File: src/dcm_pkg.sv
// package for the ddr2 command-mode burst block
package dcm_pkg;
    localparam int DCM_ROW_W   = 13;
    localparam int DCM_COL_W   = 10;
    localparam int DCM_BANK_W  = 3;
    localparam int DCM_NBANK   = 4;
    localparam int DCM_DQ_W    = 8;
    localparam int DCM_CFG_W   = 13;
    // configuration field positions
    localparam int DCM_CFG_BL_LSB   = 0;
    localparam int DCM_CFG_BT_BIT   = 3;
    localparam int DCM_CFG_RL_LSB   = 4;
    localparam int DCM_CFG_DLLR_BIT = 8;
    localparam int DCM_CFG_WR_LSB   = 9;
    localparam int DCM_CFG_PD_BIT   = 12;
    localparam int DCM_ADDR_AP_BIT  = 10;
    localparam logic [2:0] DCM_BL_FOUR  = 3'h2;
    localparam logic [2:0] DCM_BL_EIGHT = 3'h3;
    localparam logic [12:0] DCM_CFG_RESET = 13'h0032;
    // timing
    localparam int DCM_CLK_PERIOD_NS = 10;
    localparam int DCM_TRP_NS        = 15;
    localparam int DCM_REGISTER_LOAD_DELAY_CK       = 2;
    localparam int DCM_TRP_CK =
        (DCM_TRP_NS + DCM_CLK_PERIOD_NS - 1) / DCM_CLK_PERIOD_NS;
    localparam int DCM_SELF_DLL_CK   = 200;
    localparam int DCM_FIFO_DEPTH    = 16;

    typedef enum logic [2:0] {
        DCM_CMD_NOP   = 3'h7,
        DCM_CMD_ACT   = 3'h3,
        DCM_CMD_READ  = 3'h5,
        DCM_CMD_WRITE = 3'h4,
        DCM_CMD_PRE   = 3'h2,
        DCM_CMD_REF   = 3'h1,
        DCM_CMD_LOAD  = 3'h0
    } dcm_cmd_t;

    // one write beat as it enters the buffer
    typedef struct packed {
        logic [DCM_BANK_W-1:0] bank;
        logic [DCM_COL_W-1:0]  col;
        logic                  mask;
        logic [DCM_DQ_W-1:0]   data;
    } dcm_beat_t;

    // column access issued to the array
    typedef struct packed {
        logic [DCM_BANK_W-1:0] bank;
        logic [DCM_COL_W-1:0]  col;
        logic [DCM_DQ_W-1:0]   data;
    } dcm_access_t;
endpackage

File: src/dcm_fifo.sv
// small synchronous fifo for write beats
`timescale 1ns/100ps
`default_nettype none
module dcm_fifo #(
    parameter int WIDTH = 8,
    parameter int DEPTH = 16
) (
    input  wire logic             ref_clk,
    input  wire logic             srst,
    input  wire logic             in_valid,
    output logic                  in_ready,
    input  wire logic [WIDTH-1:0] in_data,
    output logic                  out_valid,
    input  wire logic             out_ready,
    output logic      [WIDTH-1:0] out_data
);
    localparam int AW = $clog2(DEPTH);
    logic [WIDTH-1:0] mem_reg [DEPTH];
    logic [AW:0]      wptr_reg;
    logic [AW:0]      rptr_reg;
    logic [AW:0]      count_w;
    logic             push_w;
    logic             pop_w;
    logic             out_valid_reg;
    logic [WIDTH-1:0] out_data_reg;
    logic             have_w;

    // occupancy and handshakes
    assign count_w   = wptr_reg - rptr_reg;
    assign have_w    = count_w != '0;
    assign in_ready  = count_w < (AW+1)'(DEPTH);
    assign push_w    = in_valid && in_ready;
    assign pop_w     = have_w && (!out_valid_reg || out_ready);
    assign out_valid = out_valid_reg;
    assign out_data  = out_data_reg;

    // storage and registered read port
    always_ff @(posedge ref_clk) begin
        if (push_w) begin
            mem_reg[wptr_reg[AW-1:0]] <= in_data;
        end
        if (pop_w) begin
            out_data_reg <= mem_reg[rptr_reg[AW-1:0]];
        end
    end

    // pointers
    always_ff @(posedge ref_clk) begin
        if (srst) begin
            wptr_reg      <= '0;
            rptr_reg      <= '0;
            out_valid_reg <= 1'b0;
        end else begin
            if (push_w) wptr_reg <= wptr_reg + 1'b1;
            if (pop_w) rptr_reg <= rptr_reg + 1'b1;
            if (pop_w) out_valid_reg <= 1'b1;
            else if (out_ready) out_valid_reg <= 1'b0;
        end
    end
endmodule
`default_nettype wire

File: src/dcm_core.sv
// ddr2 command decode, configuration register, bank state and write bursts
//
// Contract
// - write targets an open row; bank inputs pick bank, low address gives column
// - address bit 10 on a write closes the row after the burst
// - column commands take effect after the posted latency clocks; only writes are decoded, reads are ignored
// - a beat is stored only when its mask is sampled low
// - precharge closes one bank or all; reopen waits the precharge time
// - a precharged bank is idle and refuses column accesses
// - precharge to idle bank is legal; period timed from the last one
// - one refresh per command, row address internal, address ignored
// - refresh with clock enable low enters self refresh
// - loop turned off in self refresh, back on at exit
// - configuration holds until reloaded; loop-reset bit clears itself
// - three-bit burst length field selects four or eight
// - burst wraps inside an aligned block of four or eight columns
// - one burst length serves reads and writes
// - one bit picks sequential or interleaved order
// - sequential order counts low two bits, then the other nibble
// - interleaved order is start offset xor beat index
// - bits 4 to 6 hold read latency
// - bits 9 to 11 hold write recovery before auto precharge
// - writing one to bit 8 resets the loop
// - bit 12 selects fast or slow power-down exit; the core stores it but has no power-down
`timescale 1ns/100ps
`default_nettype none
module dcm_core
    import dcm_pkg::*;
#(
    parameter int POSTED_LATENCY = 0,
    parameter int MAX_POSTED     = 7
) (
    input  wire logic                  ref_clk,
    input  wire logic                  srst,
    input  wire logic                  cke,
    input  wire dcm_cmd_t              cmd,
    input  wire logic [DCM_BANK_W-1:0] bank_sel,
    input  wire logic [DCM_ROW_W-1:0]  addr,
    input  wire logic [DCM_DQ_W-1:0]   wr_data,
    input  wire logic                  wr_mask,
    output logic                       wr_ready,
    input  wire logic                  array_ready,
    output logic                       array_valid,
    output dcm_access_t                array_access,
    output logic [DCM_CFG_W-1:0]       cfg_out,
    output logic [DCM_NBANK-1:0]       bank_open,
    output logic                       self_refresh,
    output logic                       dll_on,
    output logic                       refresh_pulse,
    output logic                       cmd_error
);
    typedef enum logic [1:0] {
        DCM_ST_IDLE  = 2'b00,
        DCM_ST_BURST = 2'b01,
        DCM_ST_SELF  = 2'b10
    } dcm_state_t;

    localparam int PW = $clog2(MAX_POSTED + 2);

    // pin synchronisers
    logic        cke_s1_reg, cke_s2_reg;
    dcm_cmd_t    cmd_s1_reg, cmd_s2_reg;
    logic [DCM_BANK_W-1:0] ba_s1_reg, ba_s2_reg;
    logic [DCM_ROW_W-1:0]  ad_s1_reg, ad_s2_reg;
    logic [DCM_DQ_W-1:0]   dq_s1_reg, dq_s2_reg;
    logic        dm_s1_reg, dm_s2_reg;

    always_ff @(posedge ref_clk) begin
        cke_s1_reg <= cke;
        cke_s2_reg <= cke_s1_reg;
        cmd_s1_reg <= cmd;
        cmd_s2_reg <= cmd_s1_reg;
        ba_s1_reg  <= bank_sel;
        ba_s2_reg  <= ba_s1_reg;
        ad_s1_reg  <= addr;
        ad_s2_reg  <= ad_s1_reg;
        dq_s1_reg  <= wr_data;
        dq_s2_reg  <= dq_s1_reg;
        dm_s1_reg  <= wr_mask;
        dm_s2_reg  <= dm_s1_reg;
    end

    // registers
    dcm_state_t            state_reg, state_next;
    logic [DCM_CFG_W-1:0]  cfg_reg;
    logic [DCM_NBANK-1:0]  open_reg;
    logic [DCM_NBANK-1:0]  ap_pend_reg;
    logic [7:0]            trp_cnt_reg [DCM_NBANK];
    logic [3:0]            mrd_cnt_reg;
    logic [7:0]            dll_cnt_reg;
    logic                  dll_on_reg;
    logic                  refresh_reg;
    logic                  error_reg;
    logic [2:0]            beat_reg;
    logic [DCM_BANK_W-1:0] burst_bank_reg;
    logic [DCM_COL_W-1:0]  burst_col_reg;
    logic                  burst_ap_reg;
    logic [3:0]            wrec_cnt_reg;
    logic [DCM_BANK_W-1:0] wrec_bank_reg;
    // posted-latency delay line for write commands
    logic [PW-1:0]         post_cnt_reg;
    logic                  post_busy_reg;
    logic [DCM_BANK_W-1:0] post_bank_reg;
    logic [DCM_COL_W-1:0]  post_col_reg;
    logic                  post_ap_reg;

    // decoded fields
    logic       cmd_live_w;
    logic       is_write_w, is_pre_w, is_ref_w, is_load_w;
    logic       is_self_w;
    logic [1:0] bidx_w;
    logic       bl8_w;
    logic       seq_w;
    logic [2:0] last_beat_w;
    logic [3:0] wr_clk_w;
    logic       bank_ok_w;
    logic       start_w;
    logic       beat_go_w;
    logic [2:0] offs_w;
    logic [2:0] step_w;
    logic [2:0] ord_w;
    logic       burst_end_w;

    assign cmd_live_w = cke_s2_reg && mrd_cnt_reg == '0
                        && state_reg != DCM_ST_SELF;
    assign is_write_w = cmd_live_w && cmd_s2_reg == DCM_CMD_WRITE;
    assign is_pre_w   = cmd_live_w && cmd_s2_reg == DCM_CMD_PRE;
    assign is_ref_w   = cmd_live_w && cmd_s2_reg == DCM_CMD_REF;
    assign is_load_w  = cmd_live_w && cmd_s2_reg == DCM_CMD_LOAD
                        && ba_s2_reg == '0;
    assign is_self_w  = !cke_s2_reg && cmd_s2_reg == DCM_CMD_REF
                        && state_reg == DCM_ST_IDLE;
    assign bidx_w     = ba_s2_reg[1:0];

    // burst configuration decode
    assign bl8_w = cfg_reg[DCM_CFG_BL_LSB +: 3] == DCM_BL_EIGHT;
    assign seq_w = !cfg_reg[DCM_CFG_BT_BIT];
    assign last_beat_w = bl8_w ? 3'h7 : 3'h3;
    assign wr_clk_w = {1'b0, cfg_reg[DCM_CFG_WR_LSB +: 3]} + 4'h1;
    assign bank_ok_w = open_reg[post_bank_reg[1:0]];

    // posted command lands in the array once its latency has elapsed
    assign start_w = post_busy_reg && post_cnt_reg == '0
                     && state_reg == DCM_ST_IDLE;
    assign beat_go_w = state_reg == DCM_ST_BURST && wr_ready;
    assign burst_end_w = beat_go_w && beat_reg == last_beat_w;

    // column ordering within a burst
    assign offs_w = burst_col_reg[2:0];
    assign step_w = seq_w
        ? (bl8_w ? {offs_w[2] ^ beat_reg[2], offs_w[1:0] + beat_reg[1:0]}
                 : {offs_w[2], offs_w[1:0] + beat_reg[1:0]})
        : (bl8_w ? offs_w ^ beat_reg
                 : {offs_w[2], offs_w[1:0] ^ beat_reg[1:0]});
    assign ord_w = step_w;

    // beat buffer
    dcm_beat_t   beat_in_w;
    dcm_beat_t   beat_out_w;
    logic        fifo_in_valid_w;
    logic        fifo_out_valid_w;
    logic        fifo_out_ready_w;

    assign beat_in_w.bank = burst_bank_reg;
    assign beat_in_w.col  = {burst_col_reg[DCM_COL_W-1:3], ord_w};
    assign beat_in_w.mask = dm_s2_reg;
    assign beat_in_w.data = dq_s2_reg;
    assign fifo_in_valid_w = beat_go_w && !dm_s2_reg;
    assign fifo_out_ready_w = !array_valid || array_ready;

    dcm_fifo #(
        .WIDTH ($bits(dcm_beat_t)),
        .DEPTH (DCM_FIFO_DEPTH)
    ) u_fifo (
        .ref_clk   (ref_clk),
        .srst      (srst),
        .in_valid  (fifo_in_valid_w),
        .in_ready  (wr_ready),
        .in_data   (beat_in_w),
        .out_valid (fifo_out_valid_w),
        .out_ready (fifo_out_ready_w),
        .out_data  (beat_out_w)
    );

    // state sequencing
    always_comb begin
        state_next = state_reg;
        unique case (state_reg)
            DCM_ST_IDLE: begin
                if (is_self_w) state_next = DCM_ST_SELF;
                else if (start_w && bank_ok_w) state_next = DCM_ST_BURST;
            end
            DCM_ST_BURST: begin
                if (burst_end_w) state_next = DCM_ST_IDLE;
            end
            DCM_ST_SELF: begin
                if (cke_s2_reg) state_next = DCM_ST_IDLE;
            end
            default: state_next = DCM_ST_IDLE;
        endcase
    end

    always_ff @(posedge ref_clk) begin
        if (srst) state_reg <= DCM_ST_IDLE;
        else state_reg <= state_next;
    end

    // configuration register load, loop-reset bit self clears
    always_ff @(posedge ref_clk) begin
        if (srst) begin
            cfg_reg     <= DCM_CFG_RESET;
            mrd_cnt_reg <= '0;
        end else if (is_load_w) begin
            cfg_reg     <= ad_s2_reg;
            mrd_cnt_reg <= 4'(DCM_REGISTER_LOAD_DELAY_CK);
        end else begin
            cfg_reg[DCM_CFG_DLLR_BIT] <= 1'b0;
            if (mrd_cnt_reg != '0) mrd_cnt_reg <= mrd_cnt_reg - 4'h1;
        end
    end

    // loop enable: off in self refresh, relock after reset or exit
    always_ff @(posedge ref_clk) begin
        if (srst) begin
            dll_on_reg  <= 1'b1;
            dll_cnt_reg <= '0;
        end else if (state_reg == DCM_ST_SELF) begin
            dll_on_reg  <= cke_s2_reg;
            dll_cnt_reg <= 8'(DCM_SELF_DLL_CK);
        end else if (cfg_reg[DCM_CFG_DLLR_BIT]) begin
            dll_cnt_reg <= 8'(DCM_SELF_DLL_CK);
        end else if (dll_cnt_reg != '0) begin
            dll_cnt_reg <= dll_cnt_reg - 8'h1;
        end
    end

    // posted write delay line
    always_ff @(posedge ref_clk) begin
        if (srst) begin
            post_busy_reg <= 1'b0;
            post_cnt_reg  <= '0;
            post_bank_reg <= '0;
            post_col_reg  <= '0;
            post_ap_reg   <= 1'b0;
        end else if (is_write_w && !post_busy_reg) begin
            post_busy_reg <= 1'b1;
            post_cnt_reg  <= PW'(POSTED_LATENCY);
            post_bank_reg <= ba_s2_reg;
            post_col_reg  <= ad_s2_reg[DCM_COL_W-1:0];
            post_ap_reg   <= ad_s2_reg[DCM_ADDR_AP_BIT];
        end else if (post_busy_reg && post_cnt_reg != '0) begin
            post_cnt_reg <= post_cnt_reg - 1'b1;
        end else if (start_w) begin
            post_busy_reg <= 1'b0;
        end
    end

    // burst tracking
    always_ff @(posedge ref_clk) begin
        if (srst) begin
            beat_reg       <= '0;
            burst_bank_reg <= '0;
            burst_col_reg  <= '0;
            burst_ap_reg   <= 1'b0;
        end else if (start_w) begin
            beat_reg       <= '0;
            burst_bank_reg <= post_bank_reg;
            burst_col_reg  <= post_col_reg;
            burst_ap_reg   <= post_ap_reg;
        end else if (beat_go_w) begin
            beat_reg <= beat_reg + 3'h1;
        end
    end

    // bank rows, precharge timing and auto precharge after recovery
    genvar gi;
    for (gi = 0; gi < DCM_NBANK; gi++) begin : g_bank
        logic hit_pre_w, hit_ap_w;
        assign hit_pre_w = is_pre_w && (ad_s2_reg[DCM_ADDR_AP_BIT]
                           || bidx_w == 2'(gi));
        assign hit_ap_w = ap_pend_reg[gi] && wrec_cnt_reg == '0
                          && wrec_bank_reg[1:0] == 2'(gi);
        always_ff @(posedge ref_clk) begin
            if (srst) begin
                open_reg[gi]    <= 1'b0;
                ap_pend_reg[gi] <= 1'b0;
                trp_cnt_reg[gi] <= '0;
            end else begin
                if (burst_end_w && burst_ap_reg
                        && burst_bank_reg[1:0] == 2'(gi)) begin
                    ap_pend_reg[gi] <= 1'b1;
                end else if (hit_ap_w) begin
                    ap_pend_reg[gi] <= 1'b0;
                end
                if (hit_pre_w || hit_ap_w) begin
                    open_reg[gi]    <= 1'b0;
                    trp_cnt_reg[gi] <= 8'(DCM_TRP_CK);
                end else begin
                    if (cmd_live_w && cmd_s2_reg == DCM_CMD_ACT
                            && bidx_w == 2'(gi)
                            && trp_cnt_reg[gi] == '0) begin
                        open_reg[gi] <= 1'b1;
                    end
                    if (trp_cnt_reg[gi] != '0) begin
                        trp_cnt_reg[gi] <= trp_cnt_reg[gi] - 8'h1;
                    end
                end
            end
        end
    end

    // write recovery timer
    always_ff @(posedge ref_clk) begin
        if (srst) begin
            wrec_cnt_reg  <= '0;
            wrec_bank_reg <= '0;
        end else if (burst_end_w && burst_ap_reg) begin
            wrec_cnt_reg  <= wr_clk_w;
            wrec_bank_reg <= burst_bank_reg;
        end else if (wrec_cnt_reg != '0) begin
            wrec_cnt_reg <= wrec_cnt_reg - 4'h1;
        end
    end

    // refresh pulse, error flag, array output
    always_ff @(posedge ref_clk) begin
        if (srst) begin
            refresh_reg  <= 1'b0;
            error_reg    <= 1'b0;
            array_valid  <= 1'b0;
            array_access <= '0;
        end else begin
            refresh_reg <= is_ref_w && open_reg == '0;
            if (start_w && !bank_ok_w) error_reg <= 1'b1;
            else if (is_load_w && open_reg != '0) error_reg <= 1'b1;
            if (fifo_out_ready_w) begin
                array_valid <= fifo_out_valid_w;
                array_access.bank <= beat_out_w.bank;
                array_access.col  <= beat_out_w.col;
                array_access.data <= beat_out_w.data;
            end
        end
    end

    assign cfg_out       = cfg_reg;
    assign bank_open     = open_reg;
    assign self_refresh  = state_reg[1]; // only the self state sets bit 1
    assign dll_on        = dll_on_reg;
    assign refresh_pulse = refresh_reg;
    assign cmd_error     = error_reg;
endmodule
`default_nettype wire

File: config.mk
export PLATFORM = sky130hd
export DESIGN_NAME = dcm_core
export DESIGN_NICKNAME = d
export VERILOG_FILES = /design/src/dcm_pkg.sv /design/src/dcm_fifo.sv /design/src/dcm_core.sv
export SDC_FILE = /design/constraint.sdc
export NUM_CORES = 1
export LEC_CHECK = 0
export BUFFER_PORTS_ARGS = -buffer_cell sky130_fd_sc_hd__buf_4
export CORE_UTILIZATION = 66
export DETAILED_ROUTE_END_ITERATION = 6
export PLACE_DENSITY = 0.84
export RECOVER_POWER = 25
export SYNTH_ARGS = -nofsm -noshare
export SYNTH_HDL_FRONTEND = slang
export SYNTH_SLANG_ARGS = --single-unit
File: constraint.sdc
create_clock -name ref_clk -period 9.6 [get_ports ref_clk]
set_input_delay 1.44 -clock ref_clk [delete_from_list [all_inputs] [get_ports ref_clk]]
set_output_delay 1.44 -clock ref_clk [all_outputs]
set_load 0.05 [all_outputs]
==> results of run 1 <==
==> area by class of cell <==
| class | instances | area (µm²) | area share (%) |
|---|---|---|---|
| sequential | 552 | 15000 | 64.1 |
| timing repair buffer | 82 | 616 | 2.64 |
| multi-input combinational | 680 | 5460 | 23.4 |
| tap | 396 | 495 | 2.12 |
| clock buffer | 74 | 1490 | 6.40 |
| inverter | 25 | 93.8 | 0.402 |
| clock inverter | 20 | 234 | 1.00 |
==> cell usage in the layout, fill, tap and decap left out, types with 5 or more instances in the layout <==
master	netlist	layout
buf_4	5	53
dfxtp_1	163	160
a22o_1	23	23
nor3b_1	5	5
a31oi_1	24	24
ha_1	23	23
nor3_1	19	18
clkbuf_1	31	11
o21ai_0	6	6
nor4_1	6	6
clkbuf_4	0	29
nand2_1	177	177
clkinv_2	0	9
mux2i_1	6	6
clkbuf_8	0	11
nand2b_1	6	6
inv_1	24	24
nand3_1	7	7
clkbuf_16	0	52
a21oi_1	44	44
nor2b_1	5	5
edfxtp_1	389	389
mux4_2	85	85
xnor2_1	23	21
xor2_1	19	19
and3_1	41	41
bufinv_16	0	5
or3_1	7	7
nor2_1	85	85
==> path summary, 6_finish.rpt <==
path	startpoint	endpoint	slack (ps)
worst max-delay path	u_fifo.rptr_reg[2]	wr_ready	4490
worst min-delay path	dq_s1_reg[5]	dq_s2_reg[5]	320
worst max register to register	u_fifo.rptr_reg[2]	u_fifo.wptr_reg[4]	5190
worst min register to register	dq_s1_reg[5]	dq_s2_reg[5]	320
==> per-stage QoR <==
stage	hold WS (ps)	worst slack (ps)	util, %	std cells
after floorplan	310	5490	-	1316
after global placement	310	5300	70.3	1735
after detailed placement	312	5230	70.3	1735
after CTS	326	4570	75.9	1829
after global routing	331	4360	75.9	1829
final	325	4490	75.9	1829
==> metal layers <==
metal / up-vias / share of wire, % / GRT usage, %
li1: 5106 / - / -
met3: 96 / 8.9 / 4.94
met4: 0 / 2.5 / 7.70
met1: 5828 / 39 / 40.1
met5: - / 0 / 0
met2: 639 / 50 / 46.6
==> worst max-delay path: cells and delay by family (launching register included) <==
kind	cells	cell delay (ps)
buffers and inverters	4	1710
xor gates and xnor gates	1	190
adders and majority gates	1	580
DFF	1	310
and+or+nand+nor	2	290
==> power groups by stage <==
stage	clock, mW	sequential (mW)	combinational [mW]
3_3_place_gp	0	2.92	1.17
5_1_grt	2.17	2.90	1.32
6_report	2.06	2.88	1.24
3_5_place_dp	0	2.93	1.20
4_1_cts	2.07	2.88	1.23
2_1_floorplan	0	2.94	0.874
==> cells by family (layout without fill, tap and decap cells) <==
logic type	count (synthesis)	after routing	synth area share [%]
flip-flops	552	552	72.0
multiplexers	92	92	9.56
adder cells (fa/ha/maj)	24	24	1.48
AND/OR/NAND/NOR	391	391	8.97
AO/OA/AOI/OAI	129	129	4.24
XOR/XNOR	44	44	1.93
buffers and inverters	84	201	1.84
==> flow_summary.ini, run 1 <==
[global_route]
grt_pass1_vias = 11300
grt_usage_pct = 28.4
antenna_found_initial = 0
grt_max_degree = 92
overflow = 0
grt_pass1_wl_mm = 66.5

[worst_setup_path]
path_class = reg -> out
cp_data_arrival_time_ps = 3670
rr_worst_depth = 10
cp.required_ps = 8160
crit_fanout = 67
crit_chain = buf_4, inv_1, ha_1, nand3_1, and2_4, xor2_2, inv_2, buf_4
start_kind = flop
cp-end-kind = primary output
crit_top_cell = buf_4
slowest_delay_ps = 700
worst_path_max_delay_cell = buf_4

[clock_tree]
htreeDepth = 2
numCtsBuffers = 51
numClockSinks = 552
postCtsSetupBuffers = 0
worstSkewPairLatency_ps = 560
cts_hold_buf = 0
clkTransAtPathRegs_ps = 60
tritoncts = done
cts.repair.resized = 0
cts_root_buf = clkbuf_16
clk_path_buf_depth = 3

[worst_hold_path]
hp-class = reg -> reg
worst_hold_path.num_cells = 0

[timing]
fin_crit_ps = 5110
period_share_pct = 53.3
max_freq_mhz = 196
rsz0062_at_grt = no
tightest_slew_ps = 1210
setup_viol = 0
finalHoldViolations = 0
fin_skew_ps = 19.4
fin_tns_setup_ps = 0
final-max-slew-violation-count = 0
max-slew-margin-rel_pct = 19.4

[power]
switching_share_pct = 27.6
internal-power_mw = 4.48
p_leak_nw = 8.31
p_sw_mw = 1.70
p_per_area_nw_per_um2 = 265
peakVddDrop_uv = 175
power_mw = 6.18
p_comb_share_pct = 20.1
pwr-share-seq_pct = 46.6
clock_power_share_pct = 33.4

[logic_synthesis]
ys_ff_latch = 552
synth_cell_types = 63
synth_cells = 1316
synth_nets = 1372
synthTopCellsByCount = edfxtp_1, nand2_1, dfxtp_1, mux4_2, nor2_1
yosys_warnings = 0
synth.top_cell.area_share_pct = 56.3
synth_area_um2 = 20800
synth_most_common_cell = edfxtp_1
synth-edff-count = 389
synth_async_sr_flop_share_pct = 0
netlist.top_cell.by_area = edfxtp_1
avgSynthCellArea_um2 = 15.8
yosysSeqAreaShare_pct = 72.0
synthTopCellsByArea = edfxtp_1, dfxtp_1, mux4_2
synth_ff_type = edfxtp_1

[floorplan]
rows = 64
dieArea_um2 = 32200
die_x_um = 179
initial_utilization_pct = 67.5
coreArea_um2 = 30700
die_h_um = 179
num_io_pins = 76

[place]
placed_cell_area_um2 = 21600
hpwl_mm = 26.5
globalplace.congestion = 0.882
portBuffers = 75

[route]
wl_per_cell_um = 24.5
drc_errors = 8
ant_nets = 0
vias = 11700
drt_first_pass_iters = 7
routed_via_density = 6.38
routed_wl_mm = 44.9
drt-initial-drc-count = 1475

[layout]
fin_area_um2 = 23300
final_nets = 1448
n_fill_cell = 1748
diodes = 0
drive_above_1_share_pct = 19.2
area_delta_synth_final_pct = 12.4
largest_reg_flops = 336

[status]
status = finished with violations
violations = design-rule violations

[flow_run]
drv_cap = 0
Note: power is estimated with default switching activity, not from simulation.
==> inputs of run 2 (changes only) <==
Settings changed: CORE_UTILIZATION 66 to 61, PLACE_DENSITY 0.84 to 0.79.
Clock period 9.6 ns to 4.9 ns, I/O delays scaled along.
==> flow_summary.ini, run 2 (synthesized netlist as in run 1, its figures left out) <==
[timing]
tightest_slew_ps = 1340
max_freq_mhz = 278
fin_skew_ps = 21.2
final-max-slew-violation-count = 0
period_share_pct = 73.3
setup_ws_ps = 1310
max-slew-margin-rel_pct = 9.88
fin_crit_ps = 3590
setup_viol = 0
rsz0062_at_grt = no
finalHoldViolations = 0
fin_tns_setup_ps = 0

[floorplan]
initial_utilization_pct = 61.9
die_x_um = 186
dieArea_um2 = 34800
coreArea_um2 = 33500
rows = 67
die_h_um = 186
num_io_pins = 76

[layout]
diodes = 0
drive_above_1_share_pct = 19.6
final_cell_mix = edfxtp_1, nand2_1, dfxtp_1, mux4_2, nor2_1
layout_commonest_cell = edfxtp_1
largest_reg_flops = 336
area_delta_synth_final_pct = 13.4
final_nets = 1469

[clock_tree]
postCtsSetupBuffers = 0
numClockSinks = 552
tritoncts = done
cts_root_buf = clkbuf_16
clk_path_buf_depth = 3
worstSkewPairLatency_ps = 570
numCtsBuffers = 52
htreeDepth = 2
cts.repair.resized = 0
clkTransAtPathRegs_ps = 60
cts_hold_buf = 0

[power]
p_leak_nw = 8.39
p_per_area_nw_per_um2 = 509
peakVddDrop_uv = 325

[route]
vias = 11400
dr_wl_met2_mm = 20.2
wl_per_cell_um = 22.0
drt_first_pass_iters = 7
routed_wl_mm = 41.8
met1_length_mm = 17.1
drc_errors = 0
drt-initial-drc-count = 942
routed_via_density = 6.00
highest_layer = met5
ant_nets = 0
met3_length_mm = 3.78

[global_route]
overflow = 0
antenna_found_initial = 1
grt_pass1_wl_mm = 65.6
grt_usage_pct = 24.7
grt_max_degree = 92
grt_pass1_vias = 11600

[place]
portBuffers = 75
globalplace.congestion = 0.819
post-place-ws_ps = 1430
hpwl_mm = 25.3

[worst_setup_path]
cp-end-kind = flop
path_class = reg -> reg
crit_fanout = 29
cp_data_arrival_time_ps = 4040
cp.required_ps = 5350
start_kind = flop

[worst_hold_path]
hp-class = in -> reg

[flow_run]
drv_cap = 0

[status]
status = finished, final reports clean
==> run 2: changes by cell type in the layout (fill, tap and decap cells not counted), moves of 3 or more <==
cell / delta
clkbuf_16: +3
buf_4: +19
clkinv_1: +4
clkbuf_1: +7
clkbuf_8: -7
==> run 2: worst max-delay path, cell delays in order, from the launching register on <==
cell and delay (ps):
dfxtp_1 310, inv_1 630, ha_1 410, a21oi_2 190, and2_4 190, xor2_2 190, inv_2 120, a32oi_4 980
a211oi_1 190, a31o_1 230
==> run 2: cell type report <==
| class | instances | area, µm² |
|---|---|---|
| flip-flops and latches | 552 | 15000 |
| fillers | 2159 | 9980 |
| multi-input cells | 680 | 5440 |
| clock buffers | 77 | 1500 |
| repair buffers | 102 | 774 |
| well taps | 448 | 561 |
| clock inverters | 20 | 231 |
| inverters | 25 | 93.8 |
==> run 2: where the power goes <==
group	total (mW)	internal (mW)	leakage (nW)	switching (mW)
logic	2.43	1.04	2.53	1.39
registers	5.55	5.36	5.01	0.187
clock network	4.02	2.38	0.845	1.63
==> run 2: metal layers <==
| layer | vias up | global-route usage (%) |
|---|---|---|
| li1 | 5160 | - |
| met1 | 5696 | 34.2 |
| met2 | 499 | 40.1 |
| met3 | 68 | 5.70 |
| met4 | 2 | 6.27 |
| met5 | - | 0 |
==> run 2: path summary, 6_finish.rpt <==
path | startpoint | endpoint | slack [ps] | cells past startpoint
setup / recovery | u_fifo.rptr_reg[3] | u_fifo.rptr_reg[2] | 1310 | 9
hold / removal | wr_data[3] | dq_s1_reg[3] | 290 | 1
setup reg to reg | u_fifo.rptr_reg[3] | u_fifo.rptr_reg[2] | 1310 | 9
hold reg to reg | dq_s1_reg[5] | dq_s2_reg[5] | 320 | 0
==> run 2: per-stage QoR <==
step           total power [mW]  cell area, µm²  utilization (%)  hold WS [ps]  instances
6_report                   12.0           23600             70.2           288       1904
5_1_grt                    12.5           23600             70.2           267       1904
4_1_cts                    12.0           23600             70.3           245       1904
3_5_place_dp               8.05           21800             65.1           312       1807
3_3_place_gp               7.98           21800             65.1           310       1807
2_1_floorplan              7.48           20800                -           310       1316
